===== src/cmpg_defines.svh =====
`ifndef CMPG_DEFINES_SVH
`define CMPG_DEFINES_SVH

// memory sizes and partition borders, byte addresses within each array
`define CMPG_ROM_BYTES 18'h38000
`define CMPG_ROM_APP_BYTES 18'h32000
`define CMPG_RAM_BYTES 18'h01800
`define CMPG_RAM_SMALL_BYTES 18'h00080
`define CMPG_RAM_COP_START 18'h00e00
`define CMPG_NV_BYTES 18'h0a000
`define CMPG_NV_MFR_BYTES 18'h00080
`define CMPG_NV_SUPFW_1K 18'h00400
`define CMPG_NV_SUPFW_4K 18'h01000

// vector placement in rom
`define CMPG_IRQ_VEC_BASE 18'h00003
`define CMPG_SYS_CALL_BASE 18'h00200
`define CMPG_CFG_CALL_BASE 18'h32000
`define CMPG_CFG_CALLS 5'h08

// reset values
`define CMPG_NV_CFG_RST 2'h3
`define CMPG_RAM_CFG_RST 1'h1
`define CMPG_USER_LO_RST 18'h3ffff
`define CMPG_USER_HI_RST 18'h00000
`define CMPG_SFR_MASK_RST 8'h00

`endif


===== src/cmpg_pkg.sv =====
package cmpg_pkg;

   typedef enum logic [2:0] {
      mode_boot = 3'b000,
      mode_test = 3'b001,
      mode_supfw = 3'b010,
      mode_system = 3'b011,
      mode_user = 3'b100
   } cmpg_mode_t;

   typedef enum logic [1:0] {
      space_rom = 2'b00,
      space_ram = 2'b01,
      space_nv = 2'b10,
      space_none = 2'b11
   } cmpg_space_t;

   typedef enum logic [1:0] {
      pwr_run = 2'b00,
      pwr_idle = 2'b01,
      pwr_sleep = 2'b10
   } cmpg_pwr_t;

endpackage


===== src/cmpg_region_if.sv =====
`timescale 1ns/10ps
`default_nettype none

interface cmpg_region_if;
   cmpg_pkg::cmpg_space_t space;
   logic [17:0] addr;
   logic [1:0] nv_cfg;
   logic ram_small;
   logic in_range;
   logic in_small;
   logic in_cop;

   modport dec (input space, input addr, input nv_cfg, input ram_small,
                output in_range, output in_small, output in_cop);
   modport user (output space, output addr, output nv_cfg, output ram_small,
                 input in_range, input in_small, input in_cop);
endinterface

`default_nettype wire


===== src/cmpg_region_decode.sv =====
`timescale 1ns/10ps
`default_nettype none
`include "cmpg_defines.svh"

module cmpg_region_decode (
   cmpg_region_if.dec rif
);

   logic [17:0] nv_small;
   logic [17:0] ram_small;

   always_comb begin
      // reserved nonvolatile part: manufacturer bytes plus support firmware share
      unique case (rif.nv_cfg)
         2'h0: nv_small = `CMPG_NV_MFR_BYTES;
         2'h1: nv_small = `CMPG_NV_MFR_BYTES + `CMPG_NV_SUPFW_1K;
         default: nv_small = `CMPG_NV_MFR_BYTES + `CMPG_NV_SUPFW_4K;
      endcase
      ram_small = rif.ram_small ? `CMPG_RAM_SMALL_BYTES : 18'h00000;
   end

   always_comb begin
      rif.in_range = 1'b0;
      rif.in_small = 1'b0;
      rif.in_cop = 1'b0;
      unique case (rif.space)
         cmpg_pkg::space_rom: begin
            rif.in_range = rif.addr < `CMPG_ROM_BYTES;
            // test rom sits above the application part
            rif.in_small = rif.addr >= `CMPG_ROM_APP_BYTES;
         end
         cmpg_pkg::space_ram: begin
            rif.in_range = rif.addr < `CMPG_RAM_BYTES;
            rif.in_small = rif.addr < ram_small;
            rif.in_cop = rif.addr >= `CMPG_RAM_COP_START;
         end
         cmpg_pkg::space_nv: begin
            rif.in_range = rif.addr < `CMPG_NV_BYTES;
            rif.in_small = rif.addr < nv_small;
            rif.in_cop = 1'b1;
         end
         default: begin
            rif.in_range = 1'b0;
         end
      endcase
   end

endmodule

`default_nettype wire


===== src/cmpg_guard.sv =====
`timescale 1ns/10ps
`default_nettype none
`include "cmpg_defines.svh"

module cmpg_guard #(
   parameter int SFR_GROUPS = 8,
   parameter logic [31:0] USER_VEC_MASK = 32'h00000000
) (
   // clock and reset
   input wire logic clk,
   input wire logic reset,
   // pins: test fuse and configuration straps
   input wire logic test_fuse_pin,
   input wire logic [1:0] nv_cfg_pin,
   input wire logic ram_cfg_pin,
   // core control events
   input wire logic boot_done,
   input wire logic test_lock_req,
   input wire logic vec_take,
   input wire logic [4:0] vec_src,
   input wire logic call_req,
   input wire logic call_cfg,
   input wire logic [4:0] call_num,
   input wire logic call_ret,
   input wire logic user_enter,
   // window and sfr grant programming
   input wire logic mmu_wr,
   input wire cmpg_pkg::cmpg_space_t mmu_space,
   input wire logic [17:0] mmu_lo,
   input wire logic [17:0] mmu_hi,
   input wire logic sfr_wr,
   input wire logic [SFR_GROUPS-1:0] sfr_mask,
   // power requests
   input wire logic idle_req,
   input wire logic sleep_req,
   input wire logic wake,
   // cpu access
   input wire logic cpu_req,
   input wire cmpg_pkg::cmpg_space_t cpu_space,
   input wire logic [17:0] cpu_addr,
   input wire logic cpu_we,
   input wire logic [7:0] cpu_wdata,
   // coprocessor access
   input wire logic cop_req,
   input wire cmpg_pkg::cmpg_space_t cop_space,
   input wire logic [17:0] cop_addr,
   input wire logic cop_we,
   // memory read return for cpu
   input wire logic mem_rvalid,
   input wire logic [7:0] mem_rdata,
   // state outputs
   output cmpg_pkg::cmpg_mode_t mode,
   output logic test_enabled,
   output logic fuse_blow,
   output logic vec_load,
   output logic [17:0] vec_pc,
   output logic priv_refused,
   output logic [SFR_GROUPS-1:0] sfr_allow,
   output logic cpu_clk_en,
   output logic periph_clk_en,
   // memory side for cpu
   output logic mem_req,
   output cmpg_pkg::cmpg_space_t mem_space,
   output logic [17:0] mem_addr,
   output logic mem_we,
   output logic [7:0] mem_wdata,
   output logic cpu_fault,
   output logic cpu_rvalid,
   output logic [7:0] cpu_rdata,
   // memory side for coprocessor
   output logic cop_mem_req,
   output cmpg_pkg::cmpg_space_t cop_mem_space,
   output logic [17:0] cop_mem_addr,
   output logic cop_mem_we,
   output logic cop_fault
);

   cmpg_pkg::cmpg_mode_t mode_r;
   cmpg_pkg::cmpg_pwr_t pwr_r;
   logic fuse_meta_r, fuse_sync_r;
   logic [2:0] cfg_meta_r, cfg_sync_r;
   logic cfg_taken_r;
   logic [1:0] nv_cfg_r;
   logic ram_cfg_r;
   logic test_enabled_r, locked_r, fuse_blow_r;
   logic vec_load_r, priv_refused_r;
   logic [17:0] vec_pc_r;
   logic [SFR_GROUPS-1:0] sfr_mask_r, sfr_allow_r;
   logic [17:0] user_lo_r [3];
   logic [17:0] user_hi_r [3];
   logic [2:0] user_in;
   logic sysuser, cpu_allow, cop_allow, user_hit;
   logic mem_req_r, mem_we_r, cpu_fault_r, cpu_rvalid_r;
   cmpg_pkg::cmpg_space_t mem_space_r, cop_mem_space_r;
   logic [17:0] mem_addr_r, cop_mem_addr_r;
   logic [7:0] mem_wdata_r, cpu_rdata_r;
   logic cop_mem_req_r, cop_mem_we_r, cop_fault_r;
   logic cpu_clk_en_r, periph_clk_en_r;

   cmpg_region_if cpu_rif ();
   cmpg_region_if cop_rif ();

   assign cpu_rif.space = cpu_space;
   assign cpu_rif.addr = cpu_addr;
   assign cpu_rif.nv_cfg = nv_cfg_r;
   assign cpu_rif.ram_small = ram_cfg_r;
   assign cop_rif.space = cop_space;
   assign cop_rif.addr = cop_addr;
   assign cop_rif.nv_cfg = nv_cfg_r;
   assign cop_rif.ram_small = ram_cfg_r;

   cmpg_region_decode u_cpu_dec (
      .rif(cpu_rif.dec)
   );

   cmpg_region_decode u_cop_dec (
      .rif(cop_rif.dec)
   );

   // pins cross into the clock domain through two flops
   always_ff @(posedge clk) begin
      fuse_meta_r <= test_fuse_pin;
      fuse_sync_r <= fuse_meta_r;
      cfg_meta_r <= {nv_cfg_pin, ram_cfg_pin};
      cfg_sync_r <= cfg_meta_r;
   end

   // straps caught once after reset release; reset value is the most protective split
   always_ff @(posedge clk) begin
      if (reset) begin
         cfg_taken_r <= 1'b0;
         nv_cfg_r <= `CMPG_NV_CFG_RST;
         ram_cfg_r <= `CMPG_RAM_CFG_RST;
      end else if (!cfg_taken_r) begin
         cfg_taken_r <= 1'b1;
         nv_cfg_r <= cfg_sync_r[2:1];
         ram_cfg_r <= cfg_sync_r[0];
      end
   end

   // lock pulse blows the fuse; the fuse pin then keeps test off across resets
   always_ff @(posedge clk) begin
      if (reset) begin
         locked_r <= 1'b0;
         fuse_blow_r <= 1'b0;
         test_enabled_r <= 1'b0;
      end else begin
         fuse_blow_r <= test_lock_req && mode_r == cmpg_pkg::mode_test;
         if (test_lock_req && mode_r == cmpg_pkg::mode_test) begin
            locked_r <= 1'b1;
         end
         // a lock request outside test mode is ignored, so it must not drop test_enabled
         test_enabled_r <= !fuse_sync_r && !locked_r && !(test_lock_req && mode_r == cmpg_pkg::mode_test);
      end
   end

   assign sysuser = mode_r == cmpg_pkg::mode_system || mode_r == cmpg_pkg::mode_user;

   // mode register has no software path; only these events move it
   always_ff @(posedge clk) begin
      if (reset) begin
         mode_r <= cmpg_pkg::mode_boot;
      end else if (test_lock_req && mode_r == cmpg_pkg::mode_test) begin
         mode_r <= cmpg_pkg::mode_system;
      end else if (mode_r == cmpg_pkg::mode_boot && boot_done) begin
         mode_r <= test_enabled_r ? cmpg_pkg::mode_test : cmpg_pkg::mode_system;
      end else if (sysuser && vec_take) begin
         mode_r <= USER_VEC_MASK[vec_src] ? cmpg_pkg::mode_user : cmpg_pkg::mode_system;
      end else if (sysuser && call_req && call_cfg && call_num < `CMPG_CFG_CALLS) begin
         mode_r <= cmpg_pkg::mode_supfw;
      end else if (sysuser && call_req && !call_cfg) begin
         mode_r <= cmpg_pkg::mode_system;
      end else if (mode_r == cmpg_pkg::mode_supfw && call_ret) begin
         mode_r <= cmpg_pkg::mode_system;
      end else if (mode_r == cmpg_pkg::mode_system && user_enter) begin
         mode_r <= cmpg_pkg::mode_user;
      end
   end

   // vector program counter; vectors and calls only act from system or user mode
   always_ff @(posedge clk) begin
      if (reset) begin
         vec_load_r <= 1'b0;
         vec_pc_r <= 18'h00000;
      end else begin
         vec_load_r <= 1'b0;
         if (sysuser && vec_take) begin
            vec_load_r <= 1'b1;
            vec_pc_r <= `CMPG_IRQ_VEC_BASE + {10'h000, vec_src, 3'h0};
         end else if (sysuser && call_req && call_cfg && call_num < `CMPG_CFG_CALLS) begin
            vec_load_r <= 1'b1;
            vec_pc_r <= `CMPG_CFG_CALL_BASE + {10'h000, call_num, 3'h0};
         end else if (sysuser && call_req && !call_cfg) begin
            vec_load_r <= 1'b1;
            vec_pc_r <= `CMPG_SYS_CALL_BASE + {10'h000, call_num, 3'h0};
         end
      end
   end

   // attempts that need system mode but arrive elsewhere, calls from outside system or user mode, bad configuration call numbers
   always_ff @(posedge clk) begin
      if (reset) begin
         priv_refused_r <= 1'b0;
      end else begin
         priv_refused_r <= ((mmu_wr || sfr_wr || user_enter) && mode_r != cmpg_pkg::mode_system)
            || (call_req && (!sysuser || (call_cfg && call_num >= `CMPG_CFG_CALLS)));
      end
   end

   // user windows, one per memory space
   genvar gi;
   generate
      for (gi = 0; gi < 3; gi++) begin : g_win
         always_ff @(posedge clk) begin
            if (reset) begin
               user_lo_r[gi] <= `CMPG_USER_LO_RST;
               user_hi_r[gi] <= `CMPG_USER_HI_RST;
            end else if (mmu_wr && mode_r == cmpg_pkg::mode_system && mmu_space == gi) begin
               user_lo_r[gi] <= mmu_lo;
               user_hi_r[gi] <= mmu_hi;
            end
         end
         assign user_in[gi] = cpu_space == gi && cpu_addr >= user_lo_r[gi] && cpu_addr <= user_hi_r[gi];
      end
   endgenerate

   assign user_hit = |user_in;

   // sfr groups: everything for privileged modes, granted mask for user
   always_ff @(posedge clk) begin
      if (reset) begin
         sfr_mask_r <= `CMPG_SFR_MASK_RST;
         sfr_allow_r <= '0;
      end else begin
         if (sfr_wr && mode_r == cmpg_pkg::mode_system) begin
            sfr_mask_r <= sfr_mask;
         end
         sfr_allow_r <= mode_r == cmpg_pkg::mode_user ? sfr_mask_r : '1;
      end
   end

   always_comb begin
      cpu_allow = 1'b0;
      // rom is never writable, even in test mode
      if (cpu_rif.in_range && !(cpu_space == cmpg_pkg::space_rom && cpu_we)) begin
         unique case (mode_r)
            cmpg_pkg::mode_test: cpu_allow = 1'b1;
            cmpg_pkg::mode_boot: cpu_allow = cpu_rif.in_small;
            cmpg_pkg::mode_supfw: cpu_allow = cpu_rif.in_small;
            cmpg_pkg::mode_system: cpu_allow = !cpu_rif.in_small;
            cmpg_pkg::mode_user: cpu_allow = !cpu_rif.in_small && user_hit;
            default: cpu_allow = 1'b0;
         endcase
      end
   end

   // coprocessor: no window check, but small parts and the general ram stay closed
   assign cop_allow = cop_rif.in_range && !cop_rif.in_small && cop_rif.in_cop
      && cop_space != cmpg_pkg::space_rom;

   always_ff @(posedge clk) begin
      if (reset) begin
         mem_req_r <= 1'b0;
         mem_space_r <= cmpg_pkg::space_none;
         mem_addr_r <= 18'h00000;
         mem_we_r <= 1'b0;
         mem_wdata_r <= 8'h00;
         cpu_fault_r <= 1'b0;
      end else begin
         mem_req_r <= cpu_req && cpu_allow;
         mem_we_r <= cpu_req && cpu_allow && cpu_we;
         cpu_fault_r <= cpu_req && !cpu_allow;
         if (cpu_req && cpu_allow) begin
            mem_space_r <= cpu_space;
            mem_addr_r <= cpu_addr;
            mem_wdata_r <= cpu_wdata;
         end
      end
   end

   // blocked reads answer at once with zero data
   always_ff @(posedge clk) begin
      if (reset) begin
         cpu_rvalid_r <= 1'b0;
         cpu_rdata_r <= 8'h00;
      end else if (cpu_req && !cpu_allow && !cpu_we) begin
         cpu_rvalid_r <= 1'b1;
         cpu_rdata_r <= 8'h00;
      end else begin
         cpu_rvalid_r <= mem_rvalid;
         cpu_rdata_r <= mem_rvalid ? mem_rdata : 8'h00;
      end
   end

   always_ff @(posedge clk) begin
      if (reset) begin
         cop_mem_req_r <= 1'b0;
         cop_mem_space_r <= cmpg_pkg::space_none;
         cop_mem_addr_r <= 18'h00000;
         cop_mem_we_r <= 1'b0;
         cop_fault_r <= 1'b0;
      end else begin
         cop_mem_req_r <= cop_req && cop_allow;
         cop_mem_we_r <= cop_req && cop_allow && cop_we;
         cop_fault_r <= cop_req && !cop_allow;
         if (cop_req && cop_allow) begin
            cop_mem_space_r <= cop_space;
            cop_mem_addr_r <= cop_addr;
         end
      end
   end

   // power states; the guard itself keeps running so wake is always seen
   always_ff @(posedge clk) begin
      if (reset) begin
         pwr_r <= cmpg_pkg::pwr_run;
         cpu_clk_en_r <= 1'b1;
         periph_clk_en_r <= 1'b1;
      end else begin
         unique case (pwr_r)
            cmpg_pkg::pwr_run: begin
               if (sleep_req) begin
                  pwr_r <= cmpg_pkg::pwr_sleep;
               end else if (idle_req) begin
                  pwr_r <= cmpg_pkg::pwr_idle;
               end
            end
            default: begin
               if (wake) begin
                  pwr_r <= cmpg_pkg::pwr_run;
               end
            end
         endcase
         cpu_clk_en_r <= pwr_r == cmpg_pkg::pwr_run;
         periph_clk_en_r <= pwr_r != cmpg_pkg::pwr_sleep;
      end
   end

   assign mode = mode_r;
   assign test_enabled = test_enabled_r;
   assign fuse_blow = fuse_blow_r;
   assign vec_load = vec_load_r;
   assign vec_pc = vec_pc_r;
   assign priv_refused = priv_refused_r;
   assign sfr_allow = sfr_allow_r;
   assign cpu_clk_en = cpu_clk_en_r;
   assign periph_clk_en = periph_clk_en_r;
   assign mem_req = mem_req_r;
   assign mem_space = mem_space_r;
   assign mem_addr = mem_addr_r;
   assign mem_we = mem_we_r;
   assign mem_wdata = mem_wdata_r;
   assign cpu_fault = cpu_fault_r;
   assign cpu_rvalid = cpu_rvalid_r;
   assign cpu_rdata = cpu_rdata_r;
   assign cop_mem_req = cop_mem_req_r;
   assign cop_mem_space = cop_mem_space_r;
   assign cop_mem_addr = cop_mem_addr_r;
   assign cop_mem_we = cop_mem_we_r;
   assign cop_fault = cop_fault_r;

   chk_boot_after_reset: assert property (@(posedge clk) $fell(reset) |-> mode_r == cmpg_pkg::mode_boot)
      else $error("mode not boot after reset");

   chk_startup_end: assert property (@(posedge clk) disable iff (reset)
      mode_r == cmpg_pkg::mode_boot && boot_done && !test_lock_req
      |=> mode_r == (test_enabled_r ? cmpg_pkg::mode_test : cmpg_pkg::mode_system))
      else $error("start-up ended in wrong mode");

   chk_blocked_access: assert property (@(posedge clk) disable iff (reset)
      cpu_req && !cpu_allow |=> cpu_fault_r && !mem_req_r && cpu_rdata_r == 8'h00)
      else $error("blocked access reached memory");

   chk_test_full_access: assert property (@(posedge clk) disable iff (reset)
      cpu_req && mode_r == cmpg_pkg::mode_test && cpu_rif.in_range && !cpu_we |=> mem_req_r)
      else $error("test mode access refused");

   chk_priv_small_only: assert property (@(posedge clk) disable iff (reset)
      cpu_req && (mode_r == cmpg_pkg::mode_boot || mode_r == cmpg_pkg::mode_supfw) && !cpu_rif.in_small
      |=> cpu_fault_r)
      else $error("privileged firmware left small parts");

   chk_app_large_only: assert property (@(posedge clk) disable iff (reset)
      cpu_req && sysuser && cpu_rif.in_small |=> cpu_fault_r && !mem_req_r)
      else $error("application reached reserved part");

   chk_cfg_call_mode: assert property (@(posedge clk) disable iff (reset)
      sysuser && !vec_take && call_req && call_cfg && call_num < `CMPG_CFG_CALLS
      |=> mode_r == cmpg_pkg::mode_supfw && vec_load_r)
      else $error("configuration call did not enter support mode");

   chk_vector_mode: assert property (@(posedge clk) disable iff (reset)
      sysuser && vec_take |=> vec_load_r && (mode_r == cmpg_pkg::mode_system || mode_r == cmpg_pkg::mode_user))
      else $error("vector entered wrong mode");

   chk_window_guard: assert property (@(posedge clk) disable iff (reset)
      mmu_wr && mode_r != cmpg_pkg::mode_system |=> priv_refused_r && $stable(user_lo_r[0]))
      else $error("window written outside system mode");

   chk_cop_region: assert property (@(posedge clk) disable iff (reset)
      cop_req && cop_space == cmpg_pkg::space_ram && cop_addr < `CMPG_RAM_COP_START |=> cop_fault_r && !cop_mem_req_r)
      else $error("coprocessor reached general ram");

   chk_test_lock: assert property (@(posedge clk) disable iff (reset)
      locked_r |-> mode_r != cmpg_pkg::mode_test && !test_enabled_r)
      else $error("test mode alive after lock");

   chk_sleep_clock: assert property (@(posedge clk) disable iff (reset)
      pwr_r == cmpg_pkg::pwr_sleep |=> !periph_clk_en_r && !cpu_clk_en_r)
      else $error("clock running in sleep");

endmodule

`default_nettype wire


===== config.mk =====
export PLATFORM = sky130hd
export DESIGN_NAME = cmpg_guard
export DESIGN_NICKNAME = d
export VERILOG_FILES = /design/src/cmpg_pkg.sv /design/src/cmpg_region_if.sv /design/src/cmpg_region_decode.sv /design/src/cmpg_guard.sv
export VERILOG_INCLUDE_DIRS = /design/src
export SDC_FILE = /design/constraint.sdc
export NUM_CORES = 1
export LEC_CHECK = 0
export ABC_AREA = 1
export BUFFER_PORTS_ARGS = -buffer_cell sky130_fd_sc_hd__buf_4
export CAP_MARGIN = 20
export CORE_MARGIN = 2
export CORE_UTILIZATION = 36
export CTS_CLUSTER_SIZE = 14
export DETAILED_ROUTE_END_ITERATION = 16
export GPL_TIMING_DRIVEN = 0
export PLACE_DENSITY = 0.61
export SYNTH_ARGS = -nofsm -noshare
export SYNTH_HDL_FRONTEND = slang
export SYNTH_SLANG_ARGS = --single-unit
export TNS_END_PERCENT = 1

===== constraint.sdc =====
create_clock -name clk -period 3.5 [get_ports clk]
set_input_delay 0.525 -clock clk [delete_from_list [all_inputs] [get_ports clk]]
set_output_delay 0.525 -clock clk [all_outputs]
set_load 0.005 [all_outputs]

After elaboration in Yosys (flattened, before gate mapping)
Memories as Yosys holds them, arrays and structs flattened.
Cells that the tools add are included.

cells by class
  add/sub/neg operators = 3
  $lt $le $gt $ge = 22
  equal/unequal tests = 14
  mux-type cells = 49
  bitwise logic cells = 7
  reduce and logical (&&, ||, !) cells = 70

operators with widths
  operator                 number
  $mux W18                 9
  $ge A18 B18 Y1           3
  $le A18 B18 Y1           3
  $lt A18 B18 Y1           3
  $logic_and A1 B1 Y1      38
  $ge A18 B18 Y1 const B   2
  $lt A18 B13 Y1 const B   2
  $lt A18 B16 Y1 const B   2
  $lt A18 B18 Y1 const B   2
  $pmux W13 S2             1
  $mux W3                  7
  $add A17 B9 Y18 const A  1
  $ge A18 B12 Y1 const B   1
  $lt A18 B13 Y1           1
  $mux W1                  18
  $mux W8                  2
  $mux W2                  6
  $pmux W1 S3              4
  $add A10 B8 Y11 const A  1
  $logic_not A1 Y1         11
  $logic_not A2 Y1         5
  $add A2 B8 Y9 const A    1
  $eq A2 B1 Y1 const B     4
  $reduce_bool A7 Y1       1
  other kinds (22)         37

word-level totals
  register bits after elaboration = 121
  bits in writable memories = 108
  memory bits (read-only) = 32
  input bits = 135
  output and inout port bits = 98
  word-level logic and storage cells = 201
  memories kept = 3

memory list
  memory           words  bits a word  read ports  clocked after memory_dff  wr ports  RTL line           text
  user_hi_r        3      18           3           0                         3         cmpg_guard.sv:90   logic [17:0] user_hi_r [3];
  user_lo_r        3      18           3           0                         3         cmpg_guard.sv:89   logic [17:0] user_lo_r [3];
  (no name shown)  32     1            1           0                         0         cmpg_guard.sv:168  mode_r <= USER_VEC_MASK[vec_src] ? cmpg_pkg::mode_user : cmpg_pkg::mode_system;

Depth between registers and ports, before layout
  depth in word-level cells = 12
  depth in mapped cells = 21
  depth with buffers taken out = 19

Hierarchy
From an unflattened synthesis, not the netlist that was laid out.

second synthesis, totals
  cells, all modules = 1422
  area, all modules = 11527.3 um2

modules (own cells, without submodules)
  module                          instances  cells an instance  area an instance (um2)  sequential area each (um2)
  cmpg_guard                      1          1310               10905.5                 5465.2
  cmpg_region_decode (u_cpu_dec)  1          62                 329.1                   0.0
  cmpg_region_decode (u_cop_dec)  1          50                 292.8                   0.0

Worst setup path after synthesis
Ideal clock, no wire load.

  kind = input to register
  start = input port reset
  end = memory user_hi_r[0][0], enable pin
  setup time = 0.504 ns
  arrival time = 2.002 ns
  data required time = 2.996 ns
  slack = 0.993 ns
  cell stages on the path = 5
  path buffers = 3
  cell sequence = clkbuf_1 -> inv_1 -> clkbuf_1 -> clkbuf_1 -> nand2_1

RTL lines
  what         RTL line          text
  from (decl)  cmpg_guard.sv:11  input wire logic reset,
  to (decl)    cmpg_guard.sv:90

==> run summary <==
Worst-path clk slew -> 0.06 ns
Crit start category -> flop
Hold WC Path Type -> in -> reg
Final Setup Violations -> 0
Hold wc startpoint -> test_fuse_pin
Place WS -> 0.347 ns
Tcrit/Tclk final -> 0.756
Drt drc -> 0
Setup CP Type -> reg -> reg
Fin crit period -> 2.65 ns
Post-Synthesis Cells -> 1347
Hold-fix buffers, CTS -> 0
Initial Util -> 0.366
Vias in the first global route -> 9222
WL met1 -> 12.9 mm
Worst hold path stage count -> 1
Worst reg-to-reg setup slack -> 0.85 ns
Max Transition Viols Final -> 0
Synth Flop Type -> dfxtp_1
Top layer in use -> met4
# clock sinks -> 219
Boundary pin count -> 233
CTS H-tree lvls -> 1
Slew HR -> 0.393
Gate power share -> 0.130
Final net count -> 1856
Maxcap violations -> 0
Final Hold Fails -> 0
Inserted Diodes -> 0
List of most frequent post-synthesis cells -> 299 x nand2_1, 250 x inv_1, 209 x nor2_1
CTS tree -> yes
PwrDens -> 454 nW/um^2
Share of layout cells above drive strength 1 -> 0.188
Synthesis-stage register bit count -> 219
Yosys cell types -> 42
Share of power burned in registers -> 0.438
Yosys Warn Count -> 0
Via density per instance -> 4.59
Leakage -> 0.00733 uW
Met2 WL -> 13.9 mm
Worst vdd ir -> 0.000297 V
Routed length per instance -> 14.2 um
First-pass GRT wire length -> 46.1 mm
Synth async-reset ratio -> 0
DR WL met3 -> 1.50 mm
Root Buffer -> clkbuf_16
Core box area -> 30600 sq um
Die ar. -> 32600 sq um
Drt first-iter violations -> 417
Post-route worst setup slack -> 0.855 ns
R2r endpoint -> mem_addr[14]
Crit path arrival time -> 3.06 ns
Outcome -> finished, final reports clean
Post-synth top area share -> 0.289
Largest net degree at the start of global routing -> 37
WL final -> 28.8 mm
Internal -> 4880 uW
Cts bufs inserted -> 26
CTS max path bufs -> 3
Row count -> 64
Clk pwr share -> 0.432
Hold path endpoint -> fuse_meta_r
Top-count cell post-synth -> nand2_1
Slew @ Worst Pin -> 0.907 ns
Final Total Pwr -> 6500 uW
Mapped Avg Cell Area -> 8.32 sq um
Final Wtd Congestion -> 0.804
Register area share after synthesis -> 0.488
GRT overflow -> 0
Critical Path Sink Type -> flop
R2R Path Start -> user_hi_r[1][17]
Syn-to-layout area delta -> 28.0%
Via count -> 9268
Later-pin clock latency in the skew report -> 0.53 ns
Total track usage -> 0.176
Switching Fraction -> 0.249
Die X -> 180 um
Fill cells -> 2984
Dpl hpwl -> 22.5 mm
Die height -> 180 um
Fmax -> 378 MHz
R2R depth -> 15
Critical Path Fanout Max -> 10
Number of synthesized flops with an enable pin -> 108
Detail Route Antenna Nets -> 0
Initial antenna violation count -> 0
First-pass iteration count of the detailed router -> 5
IO buf count -> 223
Cell accounting for the most synthesized area -> edfxtp_1
Synth area leaders -> edfxtp_1 29%, dfxtp_1 20%, ha_1 13%
Cell area after synthesis -> 11200 sq um
Sw Pwr -> 1620 uW
WHS -> 0.102 ns
Post-CTS Resized -> 0
Worst Clk Skew -> 0.00991 ns
Postcts setup bufs -> 0
WP data required -> 3.92 ns
RSZ-0062 raised after global routing -> no
-- power by group through the flow --
stage	Combinational (uW)	Clock [uW]	Sequential, uW
floorplan	438	0	2900
global placement	830	0	2900
detailed placement	852	0	2910
CTS	856	2870	2850
global route	963	2980	2860
finish	844	2810	2850
-- cells in the final DEF (no fill, tap or decap), types with 7 or more instances in the layout --
| cell | count |
|---|---|
| nor2_1 | 209 |
| ha_1 | 116 |
| clkbuf_16 | 29 |
| inv_1 | 250 |
| nor3_1 | 8 |
| edfxtp_1 | 108 |
| o21ai_0 | 44 |
| buf_4 | 234 |
| nand3_1 | 36 |
| nand4_1 | 16 |
| nand2_1 | 296 |
| a21oi_1 | 52 |
| clkbuf_1 | 16 |
| conb_1 | 7 |
| a31oi_1 | 8 |
| dfxtp_1 | 111 |
-- worst max-delay path, cell delays in order, from the launching register on --
cell      delay [ns]
edfxtp_1        0.32
inv_1           0.04
ha_1            0.27
nand2_1         0.08
nor3_1          0.42
nand4_1         0.23
nand2_1         0.20
nand3_1         0.08
nand4_1         0.12
nand2_1         0.08
nand2_2         0.09
nand3_2         0.10
buf_6           0.17
buf_6           0.14
nor2_1          0.12
nor2_1          0.06
-- metrics by stage --
stage           util  TNS [ns]  area [sq um]  cells
2_1_floorplan      -         0         11200   1353
4_1_cts        0.469         0         14300   2021
6_report       0.469         0         14300   2021
3_3_place_gp   0.438    -18.00         13400   1972
5_1_grt        0.469         0         14300   2021
3_5_place_dp   0.439         0         13400   1973
-- worst max path at each step --
stage | cells past startpoint | start | endpoint | slack (ns)
finish | 15 | user_hi_r[1][17] | mem_addr[14] | 0.85
global route | 15 | user_hi_r[1][17] | mem_addr[1] | 0.61
CTS | 15 | user_hi_r[1][17] | mem_addr[14] | 0.78
detailed placement | 5 | reset | user_hi_r[2][4] | 0.35
global placement | 5 | reset | user_hi_r[1][2] | -0.22
floorplan | 5 | reset | user_hi_r[0][0] | 0.99
-- routing by layer --
layer	global-route usage	vias to the layer above
li1	-	4771
met1	0.223	4216
met2	0.316	246
met3	0.0273	35
met4	0.0384	0
met5	0	-
-- layout make-up --
type / count / area (sq um) / area share
Timing Repair Buffer: 224 / 1690 / 0.118
Clock buffer: 34 / 785 / 0.0547
Clock inverter: 14 / 130 / 0.00907
Inverter: 255 / 957 / 0.0667
Tap cell: 396 / 495 / 0.0346
Sequential cell: 219 / 5470 / 0.381
Multi-Input combinational cell: 841 / 4580 / 0.320
Buffer: 38 / 229 / 0.0160
-- logic make-up after synthesis --
family,Yosys count,share of synthesized area
compound gates,129,0.0641
flops,219,0.488
simple gates,589,0.212
fa+ha+maj,116,0.130
other cells,1,0.000335
buf+inv,293,0.106
-- flip-flops by register name, summed over array words and instances, names as in the netlist, 2 cells and up --
name,flops
cfg_meta_r,3
cfg_sync_r,3
cop_mem_addr,18
cop_mem_space,2
cop_rif.nv_cfg,2
cpu_rdata,8
mem_addr,18
mem_space,2
mem_wdata,8
mode,3
pwr_r,2
sfr_allow,8
sfr_mask_r,8
user_hi_r,54
user_lo_r,54
vec_pc,8
No activity file was read; power rests on OpenSTA's default activity.
